File: config.mk
export PLATFORM = sky130hd
export DESIGN_NAME = exp_bus_timing
export DESIGN_NICKNAME = d
export VERILOG_FILES = /design/src/exp_bus_pkg.sv /design/src/exp_bus_timing.sv
export SDC_FILE = /design/constraint.sdc
export NUM_CORES = 1
export LEC_CHECK = 0
export BUFFER_PORTS_ARGS = -buffer_cell sky130_fd_sc_hd__clkbuf_2
export CAP_MARGIN = 15
export CORE_MARGIN = 2
export CORE_UTILIZATION = 50
export CTS_CLUSTER_DIAMETER = 60
export DETAILED_ROUTE_END_ITERATION = 16
export PLACE_DENSITY = 0.73
export RECOVER_POWER = 50
export SETUP_SLACK_MARGIN = 0.05
export SYNTH_ARGS = -nofsm -noshare
export SYNTH_HDL_FRONTEND = slang
export SYNTH_SLANG_ARGS = --single-unit
File: constraint.sdc
create_clock -name mclk -period 2.85 [get_ports mclk]
set_input_delay 0 -clock mclk [delete_from_list [all_inputs] [get_ports mclk]]
set_output_delay 0 -clock mclk [all_outputs]
set_load 0.005 [all_outputs]
File: src/exp_bus_pkg.sv
/*
  Constants and types of the expansion bus cycle timing block.
  Assumes a 50 MHz processor clock and AXI4-Lite register access.
*/
package exp_bus_pkg;
  localparam int unsigned ADDR_W = 12;
  localparam logic [7:0] MODE_IDX = 8'h34;
  localparam logic [7:0] IO_WAIT_IDX = 8'h35;
  localparam logic [7:0] MEM_WAIT_IDX = 8'h36;
  localparam logic [7:0] STATUS_IDX = 8'h37;
  localparam logic [7:0] MODE_RST = 8'h00;
  localparam logic [7:0] IO_WAIT_RST = 8'h40;
  localparam logic [7:0] MEM_WAIT_RST = 8'h44;
  localparam logic [7:0] MODE_MASK = 8'hF8;
  localparam logic [7:0] IO_WAIT_MASK = 8'h70;
  localparam logic [7:0] MEM_WAIT_MASK = 8'h77;
  localparam int unsigned CLK_MODE_LSB = 6;
  localparam int unsigned LEAD_LSB = 4;
  localparam int unsigned ROM_INH_BIT = 3;
  localparam int unsigned IO_W_LSB = 4;
  localparam int unsigned MEM8_WAIT_COUNT_LSB = 4;
  localparam int unsigned MEM16_WAIT_COUNT_LSB = 0;
  localparam int unsigned MCLK_PERIOD_NS = 20;
  localparam int unsigned BUS_CLK_PERIOD_NS = 160;
  localparam int unsigned HALF_CYC = BUS_CLK_PERIOD_NS / (2 * MCLK_PERIOD_NS);
  localparam logic [4:0] HALVES_NARROW = 5'h03;
  localparam logic [4:0] HALVES_WIDE = 5'h04;
  localparam logic [1:0] RESP_OKAY = 2'h0;
  localparam logic [1:0] RESP_SLVERR = 2'h2;

  typedef enum logic [1:0] {
    CLK_STOP    = 2'b00,
    CLK_SYNC    = 2'b01,
    CLK_STRETCH = 2'b10,
    CLK_RSVD    = 2'b11
  } clk_mode_t;

  typedef enum logic [1:0] {
    CYC_IO    = 2'b00,
    CYC_MEM8  = 2'b01,
    CYC_MEM16 = 2'b10,
    CYC_BAD   = 2'b11
  } cyc_kind_t;

  typedef struct packed {
    cyc_kind_t  kind;
    logic       write;
    logic [1:0] rom_hit;
  } bus_req_t;

  typedef enum logic [1:0] {
    ST_IDLE  = 2'b00,
    ST_LEAD  = 2'b01,
    ST_ALIGN = 2'b10,
    ST_CMD   = 2'b11
  } cyc_state_t;
endpackage : exp_bus_pkg

File: src/exp_bus_timing.sv
/*
  Expansion bus cycle timing: bus clock generation, lead-off delay,
  wait states and command strobes, with AXI4-Lite registers.
  Assumes requests come from logic on mclk; all strobes active low.
*/
// Design decision made here: the AXI4-Lite register port.
`timescale 1ns/100ps

module exp_bus_timing (
  input  wire logic                           mclk,
  input  wire logic                           rst,
  input  wire logic                           s_axi_awvalid,
  output logic                                s_axi_awready,
  input  wire logic [exp_bus_pkg::ADDR_W-1:0] s_axi_awaddr,
  input  wire logic                           s_axi_wvalid,
  output logic                                s_axi_wready,
  input  wire logic [31:0]                    s_axi_wdata,
  input  wire logic [3:0]                     s_axi_wstrb,
  output logic                                s_axi_bvalid,
  input  wire logic                           s_axi_bready,
  output logic [1:0]                          s_axi_bresp,
  input  wire logic                           s_axi_arvalid,
  output logic                                s_axi_arready,
  input  wire logic [exp_bus_pkg::ADDR_W-1:0] s_axi_araddr,
  output logic                                s_axi_rvalid,
  input  wire logic                           s_axi_rready,
  output logic [31:0]                         s_axi_rdata,
  output logic [1:0]                          s_axi_rresp,
  input  wire logic                           req_valid,
  output logic                                req_ready,
  input  wire exp_bus_pkg::bus_req_t          req,
  output logic                                cyc_done,
  output logic                                exp_bus_clk,
  output logic                                io_rd_n,
  output logic                                io_wr_n,
  output logic                                mem_rd_n,
  output logic                                mem_wr_n,
  output logic                                low_mem_read_strobe_n,
  output logic                                rom_chip_enable_0_n,
  output logic                                rom_chip_enable_1_n
);
  import exp_bus_pkg::*;

  logic              aw_have_q, aw_have_d, w_have_q, w_have_d;
  logic [ADDR_W-1:0] awaddr_q, awaddr_d;
  logic [7:0]        wdata_q, wdata_d;
  logic              wstrb_q, wstrb_d;
  logic              awready_q, awready_d, wready_q, wready_d;
  logic              bvalid_q, bvalid_d, arready_q, arready_d;
  logic              rvalid_q, rvalid_d;
  logic [1:0]        bresp_q, bresp_d, rresp_q, rresp_d;
  logic [7:0]        rdata_q, rdata_d;
  logic [7:0]        mode_q, mode_d, io_wait_q, io_wait_d;
  logic [7:0]        mem_wait_q, mem_wait_d;
  logic [7:0]        status;

  cyc_state_t        st_q, st_d;
  clk_mode_t         act_mode_q, act_mode_d;
  bus_req_t          cur_q, cur_d;
  logic              clk_q, clk_d;
  logic [7:0]        ph_q, ph_d;
  logic [4:0]        hc_q, hc_d, tgt_q, tgt_d;
  logic [1:0]        lead_q, lead_d;
  logic              inh_q, inh_d;
  logic              ready_q, ready_d, done_q, done_d;
  logic              io_rd_q, io_rd_d, io_wr_q, io_wr_d;
  logic              mem_rd_q, mem_rd_d, mem_wr_q, mem_wr_d;
  logic              lmr_q, lmr_d, ce0_q, ce0_d, ce1_q, ce1_d;
  logic              tick;

  function automatic logic hit(input logic [ADDR_W-1:0] a, input logic [7:0] idx);
    hit = (a[ADDR_W-1:10] == '0) && (a[9:2] == idx);
  endfunction : hit

  assign tick = (ph_q == 8'(HALF_CYC - 1));
  assign status = {4'h0, clk_q, act_mode_q, (st_q != ST_IDLE)};

  // Register bus
  always_comb
  begin
    aw_have_d = aw_have_q;
    w_have_d = w_have_q;
    awaddr_d = awaddr_q;
    wdata_d = wdata_q;
    wstrb_d = wstrb_q;
    bvalid_d = bvalid_q;
    bresp_d = bresp_q;
    rvalid_d = rvalid_q;
    rresp_d = rresp_q;
    rdata_d = rdata_q;
    mode_d = mode_q;
    io_wait_d = io_wait_q;
    mem_wait_d = mem_wait_q;
    if (s_axi_awvalid && awready_q)
    begin
      aw_have_d = 1'b1;
      awaddr_d = s_axi_awaddr;
    end
    if (s_axi_wvalid && wready_q)
    begin
      w_have_d = 1'b1;
      wdata_d = s_axi_wdata[7:0];
      wstrb_d = s_axi_wstrb[0];
    end
    if (bvalid_q && s_axi_bready)
      bvalid_d = 1'b0;
    if (aw_have_q && w_have_q && !bvalid_q)
    begin
      aw_have_d = 1'b0;
      w_have_d = 1'b0;
      bvalid_d = 1'b1;
      bresp_d = RESP_OKAY;
      if (hit(awaddr_q, MODE_IDX))
      begin
        if (wstrb_q)
          mode_d = wdata_q & MODE_MASK;
      end
      else if (hit(awaddr_q, IO_WAIT_IDX))
      begin
        if (wstrb_q)
          io_wait_d = wdata_q & IO_WAIT_MASK;
      end
      else if (hit(awaddr_q, MEM_WAIT_IDX))
      begin
        if (wstrb_q)
          mem_wait_d = wdata_q & MEM_WAIT_MASK;
      end
      else if (!hit(awaddr_q, STATUS_IDX))
        bresp_d = RESP_SLVERR;
    end
    awready_d = !aw_have_d && !bvalid_d;
    wready_d = !w_have_d && !bvalid_d;
    if (s_axi_arvalid && arready_q)
    begin
      rvalid_d = 1'b1;
      rresp_d = RESP_OKAY;
      if (hit(s_axi_araddr, MODE_IDX))
        rdata_d = mode_q;
      else if (hit(s_axi_araddr, IO_WAIT_IDX))
        rdata_d = io_wait_q;
      else if (hit(s_axi_araddr, MEM_WAIT_IDX))
        rdata_d = mem_wait_q;
      else if (hit(s_axi_araddr, STATUS_IDX))
        rdata_d = status;
      else
      begin
        rdata_d = 8'h00;
        rresp_d = RESP_SLVERR;
      end
    end
    else if (rvalid_q && s_axi_rready)
      rvalid_d = 1'b0;
    arready_d = !rvalid_d;
  end

  always_ff @(posedge mclk or posedge rst)
  begin
    if (rst)
    begin
      aw_have_q <= 1'b0;
      w_have_q <= 1'b0;
      awaddr_q <= '0;
      wdata_q <= 8'h00;
      wstrb_q <= 1'b0;
      awready_q <= 1'b0;
      wready_q <= 1'b0;
      bvalid_q <= 1'b0;
      bresp_q <= RESP_OKAY;
      arready_q <= 1'b0;
      rvalid_q <= 1'b0;
      rresp_q <= RESP_OKAY;
      rdata_q <= 8'h00;
      mode_q <= MODE_RST;
      io_wait_q <= IO_WAIT_RST;
      mem_wait_q <= MEM_WAIT_RST;
    end
    else
    begin
      aw_have_q <= aw_have_d;
      w_have_q <= w_have_d;
      awaddr_q <= awaddr_d;
      wdata_q <= wdata_d;
      wstrb_q <= wstrb_d;
      awready_q <= awready_d;
      wready_q <= wready_d;
      bvalid_q <= bvalid_d;
      bresp_q <= bresp_d;
      arready_q <= arready_d;
      rvalid_q <= rvalid_d;
      rresp_q <= rresp_d;
      rdata_q <= rdata_d;
      mode_q <= mode_d;
      io_wait_q <= io_wait_d;
      mem_wait_q <= mem_wait_d;
    end
  end

  // Bus clock and cycle sequencing
  always_comb
  begin
    st_d = st_q;
    act_mode_d = act_mode_q;
    cur_d = cur_q;
    clk_d = clk_q;
    ph_d = ph_q;
    hc_d = hc_q;
    tgt_d = tgt_q;
    lead_d = lead_q;
    inh_d = inh_q;
    ready_d = ready_q;
    done_d = 1'b0;
    io_rd_d = io_rd_q;
    io_wr_d = io_wr_q;
    mem_rd_d = mem_rd_q;
    mem_wr_d = mem_wr_q;
    lmr_d = lmr_q;
    ce0_d = ce0_q;
    ce1_d = ce1_q;
    if (act_mode_q == CLK_SYNC || act_mode_q == CLK_STRETCH || st_q == ST_CMD || clk_q)
    begin
      if (act_mode_q == CLK_STRETCH && st_q == ST_LEAD && !clk_q && tick)
        ph_d = ph_q;
      else if (tick)
      begin
        ph_d = 8'h00;
        clk_d = !clk_q;
      end
      else
        ph_d = ph_q + 8'h01;
    end
    else
      ph_d = 8'h00;
    unique case (st_q)
      ST_IDLE:
      begin
        act_mode_d = (mode_q[CLK_MODE_LSB +: 2] == CLK_RSVD) ? CLK_STOP
                                                             : clk_mode_t'(mode_q[CLK_MODE_LSB +: 2]);
        if (req_valid && ready_q)
        begin
          ready_d = 1'b0;
          cur_d = req;
          lead_d = mode_q[LEAD_LSB +: 2];
          inh_d = mode_q[ROM_INH_BIT];
          if (req.kind == CYC_IO)
            tgt_d = HALVES_NARROW + {1'b0, io_wait_q[IO_W_LSB +: 3], 1'b0};
          else if (req.kind == CYC_MEM8)
            tgt_d = HALVES_NARROW + {1'b0, mem_wait_q[MEM8_WAIT_COUNT_LSB +: 3], 1'b0};
          else
            tgt_d = HALVES_WIDE + {1'b0, mem_wait_q[MEM16_WAIT_COUNT_LSB +: 3], 1'b0};
          st_d = (mode_q[LEAD_LSB +: 2] == 2'b00) ? ST_ALIGN : ST_LEAD;
        end
        else
          ready_d = 1'b1;
      end
      ST_LEAD:
      begin
        lead_d = lead_q - 2'b01;
        if (lead_q == 2'b01)
          st_d = ST_ALIGN;
      end
      ST_ALIGN:
      begin
        if (!clk_q && (act_mode_q == CLK_STOP || tick))
        begin
          clk_d = 1'b1;
          ph_d = 8'h00;
          hc_d = 5'h00;
          st_d = ST_CMD;
          io_rd_d = (cur_q.kind == CYC_IO) && !cur_q.write;
          io_wr_d = (cur_q.kind == CYC_IO) && cur_q.write;
          mem_rd_d = (cur_q.kind != CYC_IO) && !cur_q.write;
          mem_wr_d = (cur_q.kind != CYC_IO) && cur_q.write;
          lmr_d = (cur_q.kind != CYC_IO) && !cur_q.write && (cur_q.rom_hit == 2'b00 || !inh_q);
          ce0_d = (cur_q.kind != CYC_IO) && cur_q.rom_hit[0];
          ce1_d = (cur_q.kind != CYC_IO) && cur_q.rom_hit[1];
        end
      end
      ST_CMD:
      begin
        if (tick)
        begin
          hc_d = hc_q + 5'h01;
          if (hc_q + 5'h01 == tgt_q)
          begin
            st_d = ST_IDLE;
            ready_d = 1'b1;
            done_d = 1'b1;
            io_rd_d = 1'b0;
            io_wr_d = 1'b0;
            mem_rd_d = 1'b0;
            mem_wr_d = 1'b0;
            lmr_d = 1'b0;
            ce0_d = 1'b0;
            ce1_d = 1'b0;
          end
        end
      end
    endcase
  end

  always_ff @(posedge mclk or posedge rst)
  begin
    if (rst)
    begin
      st_q <= ST_IDLE;
      act_mode_q <= CLK_STOP;
      cur_q <= '0;
      clk_q <= 1'b0;
      ph_q <= 8'h00;
      hc_q <= 5'h00;
      tgt_q <= 5'h00;
      lead_q <= 2'b00;
      inh_q <= 1'b0;
      ready_q <= 1'b0;
      done_q <= 1'b0;
      io_rd_q <= 1'b0;
      io_wr_q <= 1'b0;
      mem_rd_q <= 1'b0;
      mem_wr_q <= 1'b0;
      lmr_q <= 1'b0;
      ce0_q <= 1'b0;
      ce1_q <= 1'b0;
    end
    else
    begin
      st_q <= st_d;
      act_mode_q <= act_mode_d;
      cur_q <= cur_d;
      clk_q <= clk_d;
      ph_q <= ph_d;
      hc_q <= hc_d;
      tgt_q <= tgt_d;
      lead_q <= lead_d;
      inh_q <= inh_d;
      ready_q <= ready_d;
      done_q <= done_d;
      io_rd_q <= io_rd_d;
      io_wr_q <= io_wr_d;
      mem_rd_q <= mem_rd_d;
      mem_wr_q <= mem_wr_d;
      lmr_q <= lmr_d;
      ce0_q <= ce0_d;
      ce1_q <= ce1_d;
    end
  end

  assign s_axi_awready = awready_q;
  assign s_axi_wready = wready_q;
  assign s_axi_bvalid = bvalid_q;
  assign s_axi_bresp = bresp_q;
  assign s_axi_arready = arready_q;
  assign s_axi_rvalid = rvalid_q;
  assign s_axi_rresp = rresp_q;
  assign s_axi_rdata = {24'h000000, rdata_q};
  assign req_ready = ready_q;
  assign cyc_done = done_q;
  assign exp_bus_clk = clk_q;
  assign io_rd_n = !io_rd_q;
  assign io_wr_n = !io_wr_q;
  assign mem_rd_n = !mem_rd_q;
  assign mem_wr_n = !mem_wr_q;
  assign low_mem_read_strobe_n = !lmr_q;
  assign rom_chip_enable_0_n = !ce0_q;
  assign rom_chip_enable_1_n = !ce1_q;
endmodule : exp_bus_timing
Yosys cells after proc, flatten, opt, wreduce, memory -nomap -nowiden. Cells that the tools add are included.

Register bits: 94. Bits of input ports: 73. Output and inout bits: 51.

Add/subtract/negate cells: 6. Equality and inequality tests: 23. Mux-type cells: 68. Bitwise logic cells: 2. Reduce and logical (&&, ||, !) cells: 71.

Operators with widths (count): $eq A8 B6 Y1 const B (8); $mux W8 (6); $mux W2 (16); $logic_and A1 B1 Y1 (29); $mux W1 (28); $mux W5 (4); $logic_not A2 Y1 (8); $pmux W1 S2 (8); $logic_not A1 Y1 (15); $mux W7 (2); $add A2 B4 Y5 const A (2); $pmux W5 S2 (1); $reduce_and A5 Y1 (2); $reduce_bool A2 Y1 (5); $reduce_and A3 Y1 (3); $add A8 B1 Y8 const B (1); $eq A2 B1 Y1 const B (4); $eq A2 B2 Y1 const B (4); $eq A8 B2 Y1 const B (1); $pmux W2 S4 (1); $reduce_and A4 Y1 (2); $ne A2 B2 Y1 const B (3); $add A3 B4 Y5 const A (1); $add A5 B1 Y5 const B (1); 8 further kinds (15).

Depth between registers and ports, before layout.
Depth after elaboration: 8. Gate-level depth with buffers: 8. Depth with buffers taken out: 7.

Worst setup path after synthesis. OpenSTA, ideal clock, no wires.

Path type: reg-to-reg. Start: register hc_q[0]. End: register st_q[1]. Data arrival time: 1904 ps. Path slack: 821 ps. Stages on the path, launching flop included: 7. Buffers on the path: 0. Clock period less this slack: 2029 ps. Path through: dfrtp_1 ha_1 xor2_1 nor3_1 nand4_2 a221o_2 mux2_4.

Word-level cells in the longest chain between the ends: 4.

RTL lines: start: declaration (line exp_bus_timing.sv:62) `logic [4:0] hc_q, hc_d, tgt_q, tgt_d;`; start signal: assignment (line exp_bus_timing.sv:310) `hc_q <= 5'h00;`; start signal: assignment (line exp_bus_timing.sv:331) `hc_q <= hc_d;`; $add A5 B1 Y5 (line exp_bus_timing.sv:283) `if (hc_q + 5'h01 == tgt_q)`; $eq A5 B5 Y1 (line exp_bus_timing.sv:283); $ne A2 B1 Y1 (no source line); $reduce_and A5 Y1 (no source line); end signal: assignment (line exp_bus_timing.sv:326) `st_q <= st_d;`; end: declaration (line exp_bus_timing.sv:57) `cyc_state_t st_q, st_d;`.

No other way between the ends. A chain may end at the register's enable or synchronous reset.

Worst setup path in the final report.
Start: register ph_q[0]. End: register ce0_q.

Word-level cells in the longest chain between the ends: 5. Elaborated cells on any way between the ends: 6.

RTL lines: start: declaration (line exp_bus_timing.sv:61) `logic [7:0] ph_q, ph_d;`; start signal: assignment (line exp_bus_timing.sv:330) `ph_q <= ph_d;`; $eq A8 B2 Y1 * (line exp_bus_timing.sv:75) `assign tick = (ph_q == 8'(HALF_CYC - 1));`; $logic_or A1 B1 Y1 (line exp_bus_timing.sv:263) `if (!clk_q && (act_mode_q == CLK_STOP || tick))`; $logic_and A1 B1 Y1 (line exp_bus_timing.sv:263); $ne A2 B2 Y1 (no source line); $reduce_and A4 Y1 (no source line) *; end signal: assignment (line exp_bus_timing.sv:321) `ce0_q <= 1'b0;`; end signal: assignment (line exp_bus_timing.sv:342) `ce0_q <= ce0_d;`; end: declaration (line exp_bus_timing.sv:68) `logic lmr_q, lmr_d, ce0_q, ce0_d, ce1_q, ce1_d;`.

Every way passes the cells marked *; elsewhere a longest branch is shown, timed or not.

==> report_table.html <==
<table>
<tr><th>Metric</th><th>Value</th></tr>
<tr><th colspan="2">Timing</th></tr>
<tr><td>Total count of max-transition violations in the final report</td><td>0</td></tr>
<tr><td>Peak Freq</td><td>444 MHz</td></tr>
<tr><td>Final setup violation count</td><td>0</td></tr>
<tr><td>Setup Skew</td><td>0.00751 ns</td></tr>
<tr><td>Final-report hold violation count</td><td>0</td></tr>
<tr><td>Worst hold margin</td><td>0.0605 ns</td></tr>
<tr><td>Time the worst path needs with I/O delays and setup</td><td>2.25 ns</td></tr>
<tr><td>Part of the cycle the worst path needs</td><td>79.0%</td></tr>
<tr><td>Setup repair after global routing missed its margin</td><td>false</td></tr>
<tr><td>Worst-case headroom to the max-slew limit</td><td>2.29%</td></tr>
<tr><td>Actual transition at the worst max-transition pin</td><td>1.46 ns</td></tr>
<tr><td>Total negative setup slack</td><td>0 ns</td></tr>
<tr><th colspan="2">Finish</th></tr>
<tr><td>Leading cell types in the layout, fill and taps excluded</td><td>87 x dfrtp_1, 61 x clkbuf_2, 40 x mux2_2, 33 x dlygate4sd3_1, 28 x nand2_1</td></tr>
<tr><td>Fill cell instance count of the final layout</td><td>673</td></tr>
<tr><td>Ratio of cells with drive above 1 in the final layout</td><td>25.9%</td></tr>
<tr><td>Share of the core filled with cells</td><td>61.0%</td></tr>
<tr><td>Leading cell type in the layout, fill and taps excluded</td><td>dfrtp_1</td></tr>
<tr><td>FF+latch area</td><td>2260 µm²</td></tr>
<tr><td>Area of the multi-input gates</td><td>1920 µm²</td></tr>
<tr><td>Signed area change from the synthesized netlist to the final layout</td><td>20.0%</td></tr>
<tr><td>Antenna diode instance count</td><td>0</td></tr>
<tr><td>Final-stage net count</td><td>581</td></tr>
<tr><td>Final std cells w/o fill</td><td>609</td></tr>
<tr><th colspan="2">Job</th></tr>
<tr><td>Max Cap Viol</td><td>1</td></tr>
<tr><th colspan="2">Power and ir drop</th></tr>
<tr><td>Maximum vdd ir drop</td><td>0.564 mV</td></tr>
<tr><td>Power per cell area</td><td>779 nW/µm²</td></tr>
<tr><td>Leakage power</td><td>2.52 nW</td></tr>
<tr><th colspan="2">Logic synthesis</th></tr>
<tr><td>Top post-synthesis cells by area</td><td>dfrtp_1 50%, mux2_2 10%, buf_4 4.4%</td></tr>
<tr><td>Number of synthesis warnings</td><td>0</td></tr>
<tr><td>Share of the yosys chip area belonging to registers</td><td>51.4%</td></tr>
<tr><td>Fraction of synthesized cell area taken by the top area cell type</td><td>49.6%</td></tr>
<tr><td>Top FF cell, synth</td><td>dfrtp_1</td></tr>
<tr><td>Count of state elements after synthesis</td><td>90</td></tr>
<tr><td>Yosys cell types</td><td>51</td></tr>
<tr><td>Post-synthesis cell count</td><td>394</td></tr>
<tr><td>Most area-hungry cell type in the Yosys netlist</td><td>dfrtp_1</td></tr>
<tr><td>Mapped Avg Cell Area</td><td>11.1 µm²</td></tr>
<tr><td>Syn Std Cell Area</td><td>4390 µm²</td></tr>
<tr><td>Number of enable flip-flop cells after synthesis</td><td>0</td></tr>
<tr><td>Async set-or-reset flop fraction in the synthesized netlist</td><td>100%</td></tr>
<tr><th colspan="2">Setup path</th></tr>
<tr><td>Worst-path cell with the longest stage delay</td><td>nor3b_1</td></tr>
<tr><td>Delay of the slowest critical-path stage</td><td>0.43 ns</td></tr>
<tr><td>Cells traversed along the worst timing path</td><td>ha_1 &gt; nor3b_1 &gt; a22o_1 &gt; a31oi_1 &gt; a21o_1 &gt; a22o_1</td></tr>
<tr><td>Category of the worst setup path launch point</td><td>flop</td></tr>
<tr><td>Worst setup slack for register-to-register paths</td><td>0.60 ns</td></tr>
<tr><td>Kind of cell with the highest combined delay on the critical path</td><td>compound AO/OA/AOI/OAI gates</td></tr>
<tr><td>Required time reported for the critical path endpoint</td><td>3.09 ns</td></tr>
<tr><td>Setup crit end kind</td><td>flop</td></tr>
<tr><td>WS Path Type</td><td>flop to flop</td></tr>
<tr><td>Crit Path Max Fanout</td><td>7</td></tr>
<tr><td>Cell seen most often among critical-path stages</td><td>a22o_1</td></tr>
<tr><td>Number of buffers and inverters on the critical path</td><td>0</td></tr>
<tr><td>Critical path data arrival time</td><td>2.49 ns</td></tr>
<tr><th colspan="2">CTS</th></tr>
<tr><td>Count of H-tree levels built during CTS</td><td>3</td></tr>
<tr><td>Number of CTS-inserted buffers</td><td>9</td></tr>
<tr><td>TritonCTS clock tree</td><td>done</td></tr>
<tr><td>Root buf cell</td><td>clkbuf_8</td></tr>
<tr><td>Max Root-Sink Buffers</td><td>2</td></tr>
<tr><td>Clock insertion delay at the later pin of the skew report</td><td>0.35 ns</td></tr>
<tr><td>Post-CTS clock slew at the launch and capture registers of the worst setup and hold paths</td><td>0.09 ns</td></tr>
<tr><td>Total number of clock tree sinks</td><td>90</td></tr>
<tr><th colspan="2">Route</th></tr>
<tr><td>Antenna violation net count after detailed routing</td><td>0</td></tr>
<tr><td>Initial DRC Count</td><td>157</td></tr>
<tr><td>Via count normalized by instance count</td><td>5.22</td></tr>
<tr><td>1st-pass router iterations</td><td>5</td></tr>
<tr><td>Final routed wire length divided by cell count</td><td>14.1 µm</td></tr>
<tr><td>Aggregate routed wire length</td><td>8600 µm</td></tr>
<tr><td>DRC violations left</td><td>0</td></tr>
<tr><td>Routed vias</td><td>3180</td></tr>
<tr><th colspan="2">Floorplan</th></tr>
<tr><td>Core region area</td><td>8640 µm²</td></tr>
<tr><td>Number of placed I/O pins</td><td>124</td></tr>
<tr><td>DIE AREA</td><td>9550 µm²</td></tr>
<tr><td>Initial Util</td><td>50.8%</td></tr>
<tr><td>Vertical die dimension</td><td>97.7 µm</td></tr>
<tr><td>DIE WIDTH</td><td>97.7 µm</td></tr>
<tr><td>Number of standard-cell rows in the floorplan</td><td>34</td></tr>
<tr><th colspan="2">Min path</th></tr>
<tr><td>Kind of path behind the tightest hold check</td><td>input port to flop</td></tr>
<tr><th colspan="2">Run status</th></tr>
<tr><td>Failing checks</td><td>max-capacitance violations</td></tr>
<tr><td>Outcome</td><td>finished with violations</td></tr>
<tr><th colspan="2">Global route</th></tr>
<tr><td>Number of antenna violations at the first check in global routing</td><td>0</td></tr>
<tr><td>Total routing usage reported by global routing</td><td>18.8%</td></tr>
<tr><td>Aggregate global routing overflow</td><td>0</td></tr>
<tr><td>Largest net degree at the start of global routing</td><td>57</td></tr>
<tr><td>Via count of the first global-routing pass</td><td>3080</td></tr>
<tr><td>First-pass GRT wire length</td><td>14500 µm</td></tr>
<tr><th colspan="2">Placement</th></tr>
<tr><td>Total placed cells including tap cells</td><td>560</td></tr>
<tr><td>Count of port buffers added during placement</td><td>66</td></tr>
<tr><td>Estimated wirelength of the detail-placed design</td><td>6170 µm</td></tr>
<tr><td>Placer congestion estimate</td><td>0.800</td></tr>
</table>
-- registers in the layout (all words and copies together), names as in the netlist, 5 cells and up --
name / count
rdata_q: 8
tgt_q: 5
awaddr_q: 10
ph_q: 8
cur_q: 5
wdata_q: 8
hc_q: 5
mode_q: 5
mem_wait_q: 6
-- layout make-up --
type,count,share of cell area [%]
Timing Repair Buffer,101,12.9
Clock buffer,10,2.42
Tap cell,108,2.57
Sequential cell,90,42.8
Inverter,22,1.59
Multi-Input combinational cell,272,36.4
Clock inverter,6,1.26
-- metrics by stage --
step | worst slack, ns | cell area [µm²] | total power, mW
global placement | 0.693 | 4750 | 3.14
floorplan | 0.520 | 4480 | 2.87
finish | 0.598 | 5270 | 4.10
detailed placement | 0.633 | 4750 | 3.22
CTS | 0.629 | 5270 | 4.13
global route | 0.495 | 5270 | 4.41
-- worst register-to-register path: stages, from the launching register on --
cell and delay (ns):
dfrtp_1 0.41, ha_1 0.27, nor3b_1 0.43, a22o_1 0.22, a31oi_1 0.24, a21o_1 0.32, a22o_1 0.26
-- routing by layer --
layer | up-vias | share of wire [%] | GRT usage [%]
met4 | 0 | 1.4 | 5.66
met5 | - | 0 | 0
met3 | 13 | 3.3 | 4.03
met2 | 87 | 51 | 31.8
met1 | 1530 | 44 | 24.5
li1 | 1550 | - | -
-- path summary, 6_finish.rpt --
path,from,to,depth (start not counted)
worst max-delay path,ph_q[0],ce0_q,6
worst min-delay path,s_axi_araddr[3],rdata_q[0],3
worst max register to register,ph_q[0],ce0_q,6
worst min register to register,lmr_q,lmr_q,1
max in group asynchronous,rst,ph_q[0],4
min in group asynchronous,rst,awaddr_q[9],3
-- cell families (layout without fill, tap and decap cells) --
kind of cell / Yosys count / after routing / synth area share, %
buf+inv: 57 / 139 / 7.10
mux: 49 / 49 / 12.4
other cells: 1 / 26 / 0.0854
flops: 90 / 90 / 51.4
compound gates: 71 / 71 / 10.3
fa+ha+maj: 12 / 12 / 3.42
xor+xnor: 17 / 17 / 3.73
simple gates: 97 / 97 / 11.6
-- Yosys cell counts (8+ instances only) --
master / number
nand2_1: 28
xnor2_1: 9
a21oi_1: 17
dfrtp_1: 87
mux2_2: 40
nor2_1: 23
buf_4: 26
o21ai_0: 23
a22o_1: 10
mux2i_1: 8
inv_1: 22
nand3_1: 10
ha_1: 12
clkbuf_1: 8
-- timing repair --
item / 4_1_cts / 5_1_grt
setup buffers: 0 / 0
endpoints found under the hold margin: 63 / 0
gates resized for setup: 0 / 0
hold buffers: 33 / 0
-- where the power goes --
group          switching (mW)  internal, mW
clock network           0.444         0.409
logic                   0.667         0.665
registers               0.282          1.63
total                    1.39          2.71
Power figures use the tool's default switching activity.
